[src/timer8_pkg.sv]
// Package with the register map, field layouts and shared types of the 8-bit compare timer.
package timer8_pkg;

    // =========================================================
    // Register addresses on the special function register port
    // =========================================================
    localparam logic [7:0] ADDR_TIMER_CONTROL = 8'hcb;
    localparam logic [7:0] ADDR_CH0_CONTROL = 8'hcc;
    localparam logic [7:0] ADDR_CH0_VALUE = 8'hcd;
    localparam logic [7:0] ADDR_CH1_CONTROL = 8'hce;
    localparam logic [7:0] ADDR_CH1_VALUE = 8'hcf;

    // =========================================================
    // Reset values
    // =========================================================
    localparam logic [7:0] RST_TIMER_CONTROL = 8'h08;
    localparam logic [7:0] RST_CH_CONTROL = 8'h40;
    localparam logic [7:0] RST_CH_VALUE = 8'h00;

    // =========================================================
    // Counter constants and mode codes
    // =========================================================
    localparam logic [7:0] COUNT_ZERO = 8'h00;
    localparam logic [7:0] COUNT_TOP = 8'hff;
    localparam logic [1:0] MODE_FREE = 2'h0;
    localparam logic [1:0] MODE_DOWN = 2'h1;
    localparam logic [1:0] MODE_MODULO = 2'h2;
    localparam logic [1:0] MODE_UPDOWN = 2'h3;
    localparam int CLEAR_BIT = 2;
    localparam int PRESC_W = 7;

    // =========================================================
    // Compare action codes
    // =========================================================
    localparam logic [2:0] ACT_SET = 3'h0;
    localparam logic [2:0] ACT_CLEAR = 3'h1;
    localparam logic [2:0] ACT_TOGGLE = 3'h2;
    localparam logic [2:0] ACT_SET_UP = 3'h3;
    localparam logic [2:0] ACT_CLEAR_UP = 3'h4;
    localparam logic [2:0] ACT_SET_PERIOD = 3'h5;
    localparam logic [2:0] ACT_CLEAR_PERIOD = 3'h6;

    // =========================================================
    // Register layouts, most significant field first
    // =========================================================
    typedef struct packed {
        logic [2:0] div;
        logic run;
        logic overflow_irq_mask;
        logic counter_clear;
        logic [1:0] mode;
    } timer_ctrl_t;

    typedef struct packed {
        logic unused;
        logic channel_irq_mask;
        logic [2:0] compare_action_select;
        logic enable;
        logic [1:0] reserved;
    } chan_ctrl_t;

    // Per-step counter events handed to each channel.
    typedef struct packed {
        logic step;
        logic down;
        logic updown;
        logic at_zero;
        logic at_top;
        logic at_period;
    } cnt_event_t;

    typedef enum logic {DIR_UP, DIR_DOWN} dir_t;

endpackage

[src/timer8_compare.sv]
// Top of the 8-bit timer with two output-compare channels and its register file.
`timescale 1ns/10ps
// What this block does
// - Prescale field bits 7:5 divides the system tick by 1 to 128.
// - Counter advances only while run bit 4 is set; otherwise holds.
// - Overflow interrupt request only when overflow mask bit 3 is one; resets one.
// - Writing one to clear bit 2 zeroes the counter; bit reads zero.
// - Mode 00 counts 0x00 up to 0xFF and wraps forever.
// - Mode 01 loads channel 0 compare value and counts down to 0x00.
// - Mode 10 counts up to channel 0 compare value then restarts.
// - Up/down mode counts up to channel 0 value then back down.
// - Channel compare actions happen only while its enable bit 2 is one.
// - Channel compare interrupt only when its mask bit 6 is one; resets one.
// - Match drives output high, low or toggles for codes 000, 001, 010.
// - Code 011 sets on up-match, clears at zero or down-match in up/down.
// - Code 100 clears on up-match, sets at zero or down-match in up/down.
// - Channel 0 code 101 sets on match, clears when counter reaches 0xFF.
// - Channel 0 code 110 clears on match, sets when counter reaches 0x00.
// - Channel 1 code 101 sets on match, clears at channel 0 value.
// - Channel 1 code 110 clears on match, sets at channel 0 value.
// - Each channel has an 8-bit read/write compare value resetting to 0x00.
// - Clearing the counter also forces the count direction upward.
// - New channel 0 value applies at count 0x00; channel 1 at once.
// - A compare match raises the channel flag, and interrupt when masked in.
// - Terminal count raises the overflow flag, and interrupt when masked in.
module timer8_compare (
    input wire logic clk_sys,
    input wire logic rstn,
    input wire logic tick_en,
    input wire logic [7:0] sfr_addr,
    input wire logic sfr_wr,
    input wire logic sfr_rd,
    input wire logic [7:0] sfr_wdata,
    output logic [7:0] sfr_rdata_q,
    output logic [1:0] ch_out,
    output logic [1:0] ch_out_en,
    output logic terminal_count_flag,
    output logic [1:0] channel_compare_flag,
    output logic irq_req
);

    // =========================================================
    // Register file
    // =========================================================
    timer8_pkg::timer_ctrl_t ctrl_q;
    timer8_pkg::chan_ctrl_t cctl_q [2];
    logic [7:0] ccv_q [2];
    logic [7:0] cc0_act_q;
    // The counter is declared here because the compare shadow load below watches it.
    logic [7:0] cnt_q;

    timer8_pkg::timer_ctrl_t wctrl;
    assign wctrl = timer8_pkg::timer_ctrl_t'(sfr_wdata);

    // Address decode of writes.
    wire wr_ctrl = sfr_wr & (sfr_addr == timer8_pkg::ADDR_TIMER_CONTROL);
    wire wr_cctl0 = sfr_wr & (sfr_addr == timer8_pkg::ADDR_CH0_CONTROL);
    wire wr_ccv0 = sfr_wr & (sfr_addr == timer8_pkg::ADDR_CH0_VALUE);
    wire wr_cctl1 = sfr_wr & (sfr_addr == timer8_pkg::ADDR_CH1_CONTROL);
    wire wr_ccv1 = sfr_wr & (sfr_addr == timer8_pkg::ADDR_CH1_VALUE);
    wire clr_wr = wr_ctrl & sfr_wdata[timer8_pkg::CLEAR_BIT];
    // Down mode reloads when software starts a halted timer.
    wire down_load = wr_ctrl & wctrl.run & ~ctrl_q.run & (wctrl.mode == timer8_pkg::MODE_DOWN);

    // The clear bit is a strobe and is never stored.
    always_ff @(posedge clk_sys) begin
        if (!rstn) ctrl_q <= timer8_pkg::timer_ctrl_t'(timer8_pkg::RST_TIMER_CONTROL);
        else if (wr_ctrl) ctrl_q <= {wctrl.div, wctrl.run, wctrl.overflow_irq_mask, 1'b0, wctrl.mode};
    end

    // Channel controls keep bits 1:0 as written; bit 7 always stays zero.
    always_ff @(posedge clk_sys) begin
        if (!rstn) begin
            cctl_q[0] <= timer8_pkg::chan_ctrl_t'(timer8_pkg::RST_CH_CONTROL);
            cctl_q[1] <= timer8_pkg::chan_ctrl_t'(timer8_pkg::RST_CH_CONTROL);
        end else begin
            if (wr_cctl0) cctl_q[0] <= timer8_pkg::chan_ctrl_t'({1'b0, sfr_wdata[6:0]});
            if (wr_cctl1) cctl_q[1] <= timer8_pkg::chan_ctrl_t'({1'b0, sfr_wdata[6:0]});
        end
    end

    // Compare values; channel 0 only reaches the comparators at count zero.
    always_ff @(posedge clk_sys) begin
        if (!rstn) begin
            ccv_q[0] <= timer8_pkg::RST_CH_VALUE;
            ccv_q[1] <= timer8_pkg::RST_CH_VALUE;
            cc0_act_q <= timer8_pkg::RST_CH_VALUE;
        end else begin
            if (wr_ccv0) ccv_q[0] <= sfr_wdata;
            if (wr_ccv1) ccv_q[1] <= sfr_wdata;
            if (cnt_q == timer8_pkg::COUNT_ZERO) cc0_act_q <= ccv_q[0];
        end
    end

    // Read mux; unmapped addresses read as zero.
    logic [7:0] rd_mux;
    assign rd_mux = (sfr_addr == timer8_pkg::ADDR_TIMER_CONTROL) ? ctrl_q :
                    (sfr_addr == timer8_pkg::ADDR_CH0_CONTROL) ? cctl_q[0] :
                    (sfr_addr == timer8_pkg::ADDR_CH0_VALUE) ? ccv_q[0] :
                    (sfr_addr == timer8_pkg::ADDR_CH1_CONTROL) ? cctl_q[1] :
                    (sfr_addr == timer8_pkg::ADDR_CH1_VALUE) ? ccv_q[1] : 8'h00;

    // Read data is registered and valid the cycle after the strobe.
    always_ff @(posedge clk_sys) begin
        if (!rstn) sfr_rdata_q <= 8'h00;
        else if (sfr_rd) sfr_rdata_q <= rd_mux;
    end

    // =========================================================
    // Prescaler
    // =========================================================
    logic [timer8_pkg::PRESC_W-1:0] presc_q;
    logic [timer8_pkg::PRESC_W-1:0] div_mask;
    logic [7:0] div_full;
    assign div_full = (8'h01 << ctrl_q.div) - 8'h01;
    assign div_mask = div_full[timer8_pkg::PRESC_W-1:0];
    // An active edge is one tick in every 2**div ticks.
    wire active = tick_en & ((presc_q & div_mask) == div_mask);
    wire step = active & ctrl_q.run;

    always_ff @(posedge clk_sys) begin
        if (!rstn) presc_q <= '0;
        else if (clr_wr) presc_q <= '0;
        else if (tick_en) presc_q <= presc_q + 1'b1;
    end

    // =========================================================
    // Counter
    // =========================================================
    logic [7:0] cnt_d;
    logic [7:0] term;
    timer8_pkg::dir_t dir_q;
    timer8_pkg::dir_t dir_d;
    logic going_down;

    // Next count per mode; without a step the counter holds.
    always_comb begin
        cnt_d = cnt_q;
        dir_d = dir_q;
        going_down = 1'b0;
        term = timer8_pkg::COUNT_ZERO;
        unique case (ctrl_q.mode)
            timer8_pkg::MODE_FREE: begin
                term = timer8_pkg::COUNT_TOP;
                if (step) cnt_d = cnt_q + 8'h01;
            end
            timer8_pkg::MODE_DOWN: begin
                going_down = 1'b1;
                if (step && cnt_q != timer8_pkg::COUNT_ZERO) cnt_d = cnt_q - 8'h01;
            end
            timer8_pkg::MODE_MODULO: begin
                term = cc0_act_q;
                if (step) cnt_d = (cnt_q == cc0_act_q) ? timer8_pkg::COUNT_ZERO
                                                       : cnt_q + 8'h01;
            end
            timer8_pkg::MODE_UPDOWN: begin
                if (dir_q == timer8_pkg::DIR_UP && cnt_q >= cc0_act_q) begin
                    going_down = 1'b1;
                    if (step) begin
                        dir_d = timer8_pkg::DIR_DOWN;
                        if (cnt_q != timer8_pkg::COUNT_ZERO) cnt_d = cnt_q - 8'h01;
                    end
                end else if (dir_q == timer8_pkg::DIR_DOWN && cnt_q != timer8_pkg::COUNT_ZERO) begin
                    going_down = 1'b1;
                    if (step) cnt_d = cnt_q - 8'h01;
                end else if (step) begin
                    dir_d = timer8_pkg::DIR_UP;
                    cnt_d = cnt_q + 8'h01;
                end
            end
        endcase
    end

    // Clear beats a start load, which beats normal counting.
    always_ff @(posedge clk_sys) begin
        if (!rstn) begin
            cnt_q <= timer8_pkg::COUNT_ZERO;
            dir_q <= timer8_pkg::DIR_UP;
        end else if (clr_wr) begin
            cnt_q <= timer8_pkg::COUNT_ZERO;
            dir_q <= timer8_pkg::DIR_UP;
        end else if (down_load) begin
            cnt_q <= ccv_q[0];
            dir_q <= timer8_pkg::DIR_UP;
        end else begin
            cnt_q <= cnt_d;
            dir_q <= dir_d;
        end
    end

    // Terminal count is reached when a step moves the counter onto it.
    wire moved = step & ~clr_wr & ~down_load & (cnt_d != cnt_q);
    wire ovf_evt = moved & (cnt_d == term);

    // =========================================================
    // Compare channels
    // =========================================================
    timer8_pkg::cnt_event_t ev;
    assign ev.step = moved;
    assign ev.down = going_down;
    assign ev.updown = (ctrl_q.mode == timer8_pkg::MODE_UPDOWN);
    assign ev.at_zero = (cnt_d == timer8_pkg::COUNT_ZERO);
    assign ev.at_top = (cnt_d == timer8_pkg::COUNT_TOP);
    assign ev.at_period = moved & (cnt_d == cc0_act_q);

    logic [1:0] ch_match;

    genvar gi;
    generate
        for (gi = 0; gi < 2; gi++) begin : g_ch
            timer8_channel #(.IS_CH0(gi == 0)) u_ch (
                .clk_sys(clk_sys),
                .rstn(rstn),
                .cfg(cctl_q[gi]),
                .ev(ev),
                .cnt_next(cnt_d),
                .cmp_value((gi == 0) ? cc0_act_q : ccv_q[1]),
                .match(ch_match[gi]),
                .pin_q(ch_out[gi])
            );
            assign ch_out_en[gi] = cctl_q[gi].enable;
        end
    endgenerate

    // =========================================================
    // Flags and interrupt request
    // =========================================================
    // Flag pulses go to the shared flag register; the request is already masked.
    wire irq_d = (ovf_evt & ctrl_q.overflow_irq_mask)
               | (ch_match[0] & cctl_q[0].channel_irq_mask)
               | (ch_match[1] & cctl_q[1].channel_irq_mask);

    always_ff @(posedge clk_sys) begin
        if (!rstn) begin
            terminal_count_flag <= 1'b0;
            channel_compare_flag <= 2'h0;
            irq_req <= 1'b0;
        end else begin
            terminal_count_flag <= ovf_evt;
            channel_compare_flag <= ch_match;
            irq_req <= irq_d;
        end
    end
endmodule

[src/timer8_channel.sv]
// One compare channel: match detection and the registered output pin.
`timescale 1ns/10ps
module timer8_channel #(
    parameter bit IS_CH0 = 1'b1
) (
    input wire logic clk_sys,
    input wire logic rstn,
    input wire timer8_pkg::chan_ctrl_t cfg,
    input wire timer8_pkg::cnt_event_t ev,
    input wire logic [7:0] cnt_next,
    input wire logic [7:0] cmp_value,
    output logic match,
    output logic pin_q
);

    // =========================================================
    // Event decode
    // =========================================================
    // A match needs an active step onto the compare value with compare enabled.
    assign match = cfg.enable & ev.step & (cnt_next == cmp_value);
    wire up_match = match & ~ev.down;
    wire down_match = match & ev.down;
    wire zero_hit = cfg.enable & ev.step & ev.at_zero & ~ev.updown;
    // Channel 0 ends its period at the top value, channel 1 at the channel 0 period.
    wire period_hit = cfg.enable & (IS_CH0 ? (ev.step & ev.at_top) : ev.at_period);

    logic pin_d;

    // Next pin level; a match always wins over the period end in the same step.
    always_comb begin
        pin_d = pin_q;
        unique case (cfg.compare_action_select)
            timer8_pkg::ACT_SET: if (match) pin_d = 1'b1;
            timer8_pkg::ACT_CLEAR: if (match) pin_d = 1'b0;
            timer8_pkg::ACT_TOGGLE: if (match) pin_d = ~pin_q;
            timer8_pkg::ACT_SET_UP: begin
                if (up_match) pin_d = 1'b1;
                else if (ev.updown ? down_match : zero_hit) pin_d = 1'b0;
            end
            timer8_pkg::ACT_CLEAR_UP: begin
                if (up_match) pin_d = 1'b0;
                else if (ev.updown ? down_match : zero_hit) pin_d = 1'b1;
            end
            timer8_pkg::ACT_SET_PERIOD: begin
                if (match) pin_d = 1'b1;
                else if (period_hit) pin_d = 1'b0;
            end
            timer8_pkg::ACT_CLEAR_PERIOD: begin
                if (match) pin_d = 1'b0;
                else if (IS_CH0 ? (zero_hit | (cfg.enable & ev.step & ev.at_zero)) : period_hit)
                    pin_d = 1'b1;
            end
            default: pin_d = pin_q;
        endcase
    end

    // The pin comes straight from a flop so that its edges cannot glitch.
    always_ff @(posedge clk_sys) begin
        if (!rstn) pin_q <= 1'b0;
        else pin_q <= pin_d;
    end

endmodule

[config.mk]
export PLATFORM = sky130hd
export DESIGN_NAME = timer8_compare
export DESIGN_NICKNAME = d
export VERILOG_FILES = /design/src/timer8_pkg.sv /design/src/timer8_compare.sv /design/src/timer8_channel.sv
export SDC_FILE = /design/constraint.sdc
export NUM_CORES = 1
export LEC_CHECK = 0
export ABC_CLOCK_PERIOD_IN_PS = 4410
export BUFFER_PORTS_ARGS = -buffer_cell sky130_fd_sc_hd__buf_2
export CAP_MARGIN = 15
export CORE_MARGIN = 2
export CORE_UTILIZATION = 57
export CTS_BUF_LIST = sky130_fd_sc_hd__clkbuf_8
export DETAILED_ROUTE_END_ITERATION = 10
export PLACE_DENSITY = 0.79
export SLEW_MARGIN = 20
export SYNTH_ARGS = -nofsm -noshare
export SYNTH_HDL_FRONTEND = slang
export SYNTH_SLANG_ARGS = --single-unit
export TNS_END_PERCENT = 10
[constraint.sdc]
create_clock -name clk_sys -period 4.41 [get_ports clk_sys]
set_input_delay 0.441 -clock clk_sys [delete_from_list [all_inputs] [get_ports clk_sys]]
set_output_delay 0.441 -clock clk_sys [all_outputs]
set_load 0.03 [all_outputs]
==> run_results.csv <==
group,metric,value,unit
outcome,status,"finished clean",
setup_path,worstPathArrival,4.61,ns
timing,max_freq,0.231,GHz
timing,finClkSkew,0.0180,ns
layout,utilization,0.727,
floorplan,io_pins,37,
detailed_routing,drt_first_pass_iters,6,
logic_synthesis,avgSynthCellArea,8.26,µm²
grt,grt-ovfl-total,0,
logic_synthesis,synthArstFlopShare,0,
power_and_ir_drop,ir_drop,0.172,mV
setup_path,crit_family,"compound AO/OA/AOI/OAI gates",
setup_path,path_cells,"or3_4 -> ha_4 -> o211ai_1 -> a31oi_2 -> o31a_1 -> clkbuf_4 -> a32oi_1 -> nand4_1 -> buf_4 -> nand3_1 -> nand4b_1 -> o41a_1 -> a21boi_2 -> o32a_1 -> o2bb2ai_2 -> mux2i_1",
grt,gr-usage-met2,0.552,
layout,finalInstanceArea,0.00707,mm²
setup_path,regToRegEndpoint,"g_ch[0].u_ch.pin_q$_SDFFE_PN0P_",
detailed_routing,via_per_inst,6.90,
cts,cts_tree,"built",
setup_path,worstSetupEndpointType,"register",
logic_synthesis,ys.flop_type,"dfxtp_1",
cts,cts_buffer_depth,2,
worst_hold_path,min_to,"ctrl_q[3]$_SDFFE_PN1P_",
grt,grt_max_degree,25,
setup_path,path_max_fanout,5,
logic_synthesis,yosys.area.top_type,"dfxtp_1",
setup_path,crit_type,"register to register",
cts,clkLatencyLatePin,0.37,ns
detailed_routing,wire_per_inst,21.9,µm
place,port_buffers,36,
setup_path,startpoint_type,"register",
worst_hold_path,hold_start,"sfr_wdata[3]",
timing,layout_setup_ws,0.0762,ns
detailed_routing,dr.first_iter.drc_count,794,
logic_synthesis,yosysUniqueCellTypes,86,
logic_synthesis,synth.most_common_cell,"nand2_1",
floorplan,die_y,104,µm
floorplan,start_util,0.585,
grt,grt_pass1_wl,30000,µm
floorplan,rows,36,
power_and_ir_drop,power.density,215,mW/mm²
floorplan,die_area,0.0108,mm²
detailed_routing,drc,0,
grt,antenna_found_initial,0,
logic_synthesis,synth_nets,722,
timing,fin_crit,4.33,ns
logic_synthesis,synthTopCellsByCount,"nand2_1 (78), nor2_1 (64), dfxtp_1 (45), a21oi_1 (38), edfxtp_1 (30)",
cts,numClockSinks,75,
worst_hold_path,hold_path_class,"input pin to register",
logic_synthesis,yosysSeqAreaShare,0.317,
detailed_routing,ant_nets,0,
grt,met3_usage,0.0746,
logic_synthesis,synth-seq-cells,75,
logic_synthesis,yosys_warnings,0,
layout,area_delta_synth_final,24.3,%
logic_synthesis,netlist_area,0.00569,mm²
setup_path,worstRegToRegCells,16,
place,pre_cts_slack,0.0293,ns
layout,drive_above_1_share,0.276,
run,maxCapViolCount,0,
place,postPlaceCellArea,0.00643,mm²
layout,antenna_cells,0,
place,dp_hpwl,14200,µm
timing,rsz0062_at_grt,"yes",
grt,top_usage_layer,"met2",
layout,finish.net_count,813,
detailed_routing,wl,20100,µm
setup_path,cp_slowest_cell,"o41a_1",
place,gp_congestion,0.954,
setup_path,cp_data_required_time,4.69,ns
logic_synthesis,synth_area_leaders,"dfxtp_1 (16%), edfxtp_1 (16%), nand2_1 (5.1%), nor2_1 (4.2%), a21oi_1 (3.3%)",
cts,cts_root_buf,"clkbuf_8",
cts,numCtsBuffers,9,
setup_path,reg2reg_from,"ctrl_q[6]$_SDFFE_PN0P_",
logic_synthesis,syn_inst,689,
timing,hold_viol,0,
grt,grt_pass1_vias,5824,
grt,grt_use_met1,0.463,
grt,grt_use_total,0.349,
setup_path,regToRegSetupSlack,0.08,ns
timing,worst_pin_slew,1.00,ns
timing,post-route-period-util,0.983,
timing,setup_viol,0,
floorplan,core-area,0.00973,mm²
power_and_ir_drop,power.leakage,2.66,nW
logic_synthesis,synth_top_area_frac,0.158,
logic_synthesis,synth_edf_count,30,
timing,slew_viol_final,0,
cts,cts.htree.levels,3,
timing,max-slew-margin-rel,0.326,
setup_path,worst-path-buf-inv,2,
detailed_routing,via_count,6331,
cts,clkTransAtPathRegs,0.10,ns
floorplan,die-width,104,µm
worst_hold_path,whs_path_depth,3,
setup_path,cp_slowest_stage_delay,0.41,ns
## worst reg2reg max path, stage by stage, from the launching register on
cell       delay [ns]
dfxtp_4          0.37
or3_4            0.39
ha_4             0.26
o211ai_1         0.13
a31oi_2          0.21
o31a_1           0.31
clkbuf_4         0.25
a32oi_1          0.16
nand4_1          0.27
buf_4            0.17
nand3_1          0.16
nand4b_1         0.28
o41a_1           0.41
a21boi_2         0.20
o32a_1           0.35
o2bb2ai_2        0.13
mux2i_1          0.20
## cell usage in the layout (no fill, tap or decap), types with 11 or more instances in the layout
cell type	instances
buf_4	77
nand2_1	75
nor2_1	63
dfxtp_1	44
a21oi_1	37
buf_2	36
edfxtp_1	30
inv_1	29
nand3_1	20
nor3_1	19
xnor2_1	18
and3_1	17
o21ai_0	17
nand4_1	17
and2_1	16
o211ai_1	12
ha_1	11
## worst max path at each step
stage,start,to,slack [ns],cells past startpoint
2_1_floorplan,ctrl_q[5]$_SDFFE_PN0P_,g_ch[1].u_ch.pin_q$_SDFFE_PN0P_,0.27,18
3_5_place_dp,ctrl_q[6]$_SDFFE_PN0P_,g_ch[1].u_ch.pin_q$_SDFFE_PN0P_,0.03,16
4_1_cts,ctrl_q[6]$_SDFFE_PN0P_,g_ch[1].u_ch.pin_q$_SDFFE_PN0P_,0.0009,16
6_report,ctrl_q[6]$_SDFFE_PN0P_,g_ch[0].u_ch.pin_q$_SDFFE_PN0P_,0.08,16
3_3_place_gp,ctrl_q[6]$_SDFFE_PN0P_,g_ch[1].u_ch.pin_q$_SDFFE_PN0P_,0.13,17
5_1_grt,ctrl_q[6]$_SDFFE_PN0P_,g_ch[0].u_ch.pin_q$_SDFFE_PN0P_,-0.06,16
## layout make-up
| class | instances | area [µm²] |
|---|---|---|
| Clock buffer | 9 | 124 |
| Clock inverter | 7 | 70.1 |
| Fill cell | 723 | 2660 |
| Inverter | 30 | 113 |
| Multi-Input combinational cell | 539 | 3870 |
| Sequential cell | 75 | 1810 |
| Tap cell | 133 | 166 |
| Timing Repair Buffer | 125 | 925 |
## per-stage QoR
step	hold WS [ns]	setup TNS [ns]	total power [mW]	cells
2_1_floorplan	0.449	0	0.902	689
3_3_place_gp	0.458	0	0.976	887
3_5_place_dp	0.465	0	0.982	887
4_1_cts	0.318	0	1.50	903
5_1_grt	0.331	-0.156	1.56	918
6_report	0.325	0	1.52	918
## state kept, by name (all words and copies together), names as in the netlist
register,flops
cc0_act_q,8
cctl_q,14
ccv_q,16
channel_compare_flag,2
cnt_q,8
ctrl_q,7
dir_q,1
g_ch.u_ch.pin_q,2
irq_req,1
presc_q,7
sfr_rdata_q,8
terminal_count_flag,1
## metal layers
| layer | up-vias | part of all wire |
|---|---|---|
| met3 | 98 | 0.13 |
| met5 | - | 0 |
| met4 | 0 | 0.048 |
| met1 | 2957 | 0.37 |
| li1 | 2786 | - |
| met2 | 490 | 0.46 |
## power breakdown
| group | switching, mW | internal (mW) |
|---|---|---|
| clock | 0.315 | 0.219 |
| combinational | 0.129 | 0.0867 |
| sequential | 0.0298 | 0.745 |
## timing repair
action,4_1_cts,5_1_grt
resized for setup,1,62
pin swaps,0,28
endpoints found under the setup margin,1,3
setup buffers,0,14
hold buffers,0,0
cloned,0,1
## cell families after synthesis
family	Yosys count	share of synthesized area
AO/OA/AOI/OAI	187	0.248
XOR/XNOR	29	0.0446
adder cells (fa/ha/maj)	12	0.0264
buffers and inverters	75	0.0556
flip-flops	75	0.317
multiplexers	16	0.0435
AND/OR/NAND/NOR	295	0.265
Power figures use the tool's default switching activity.
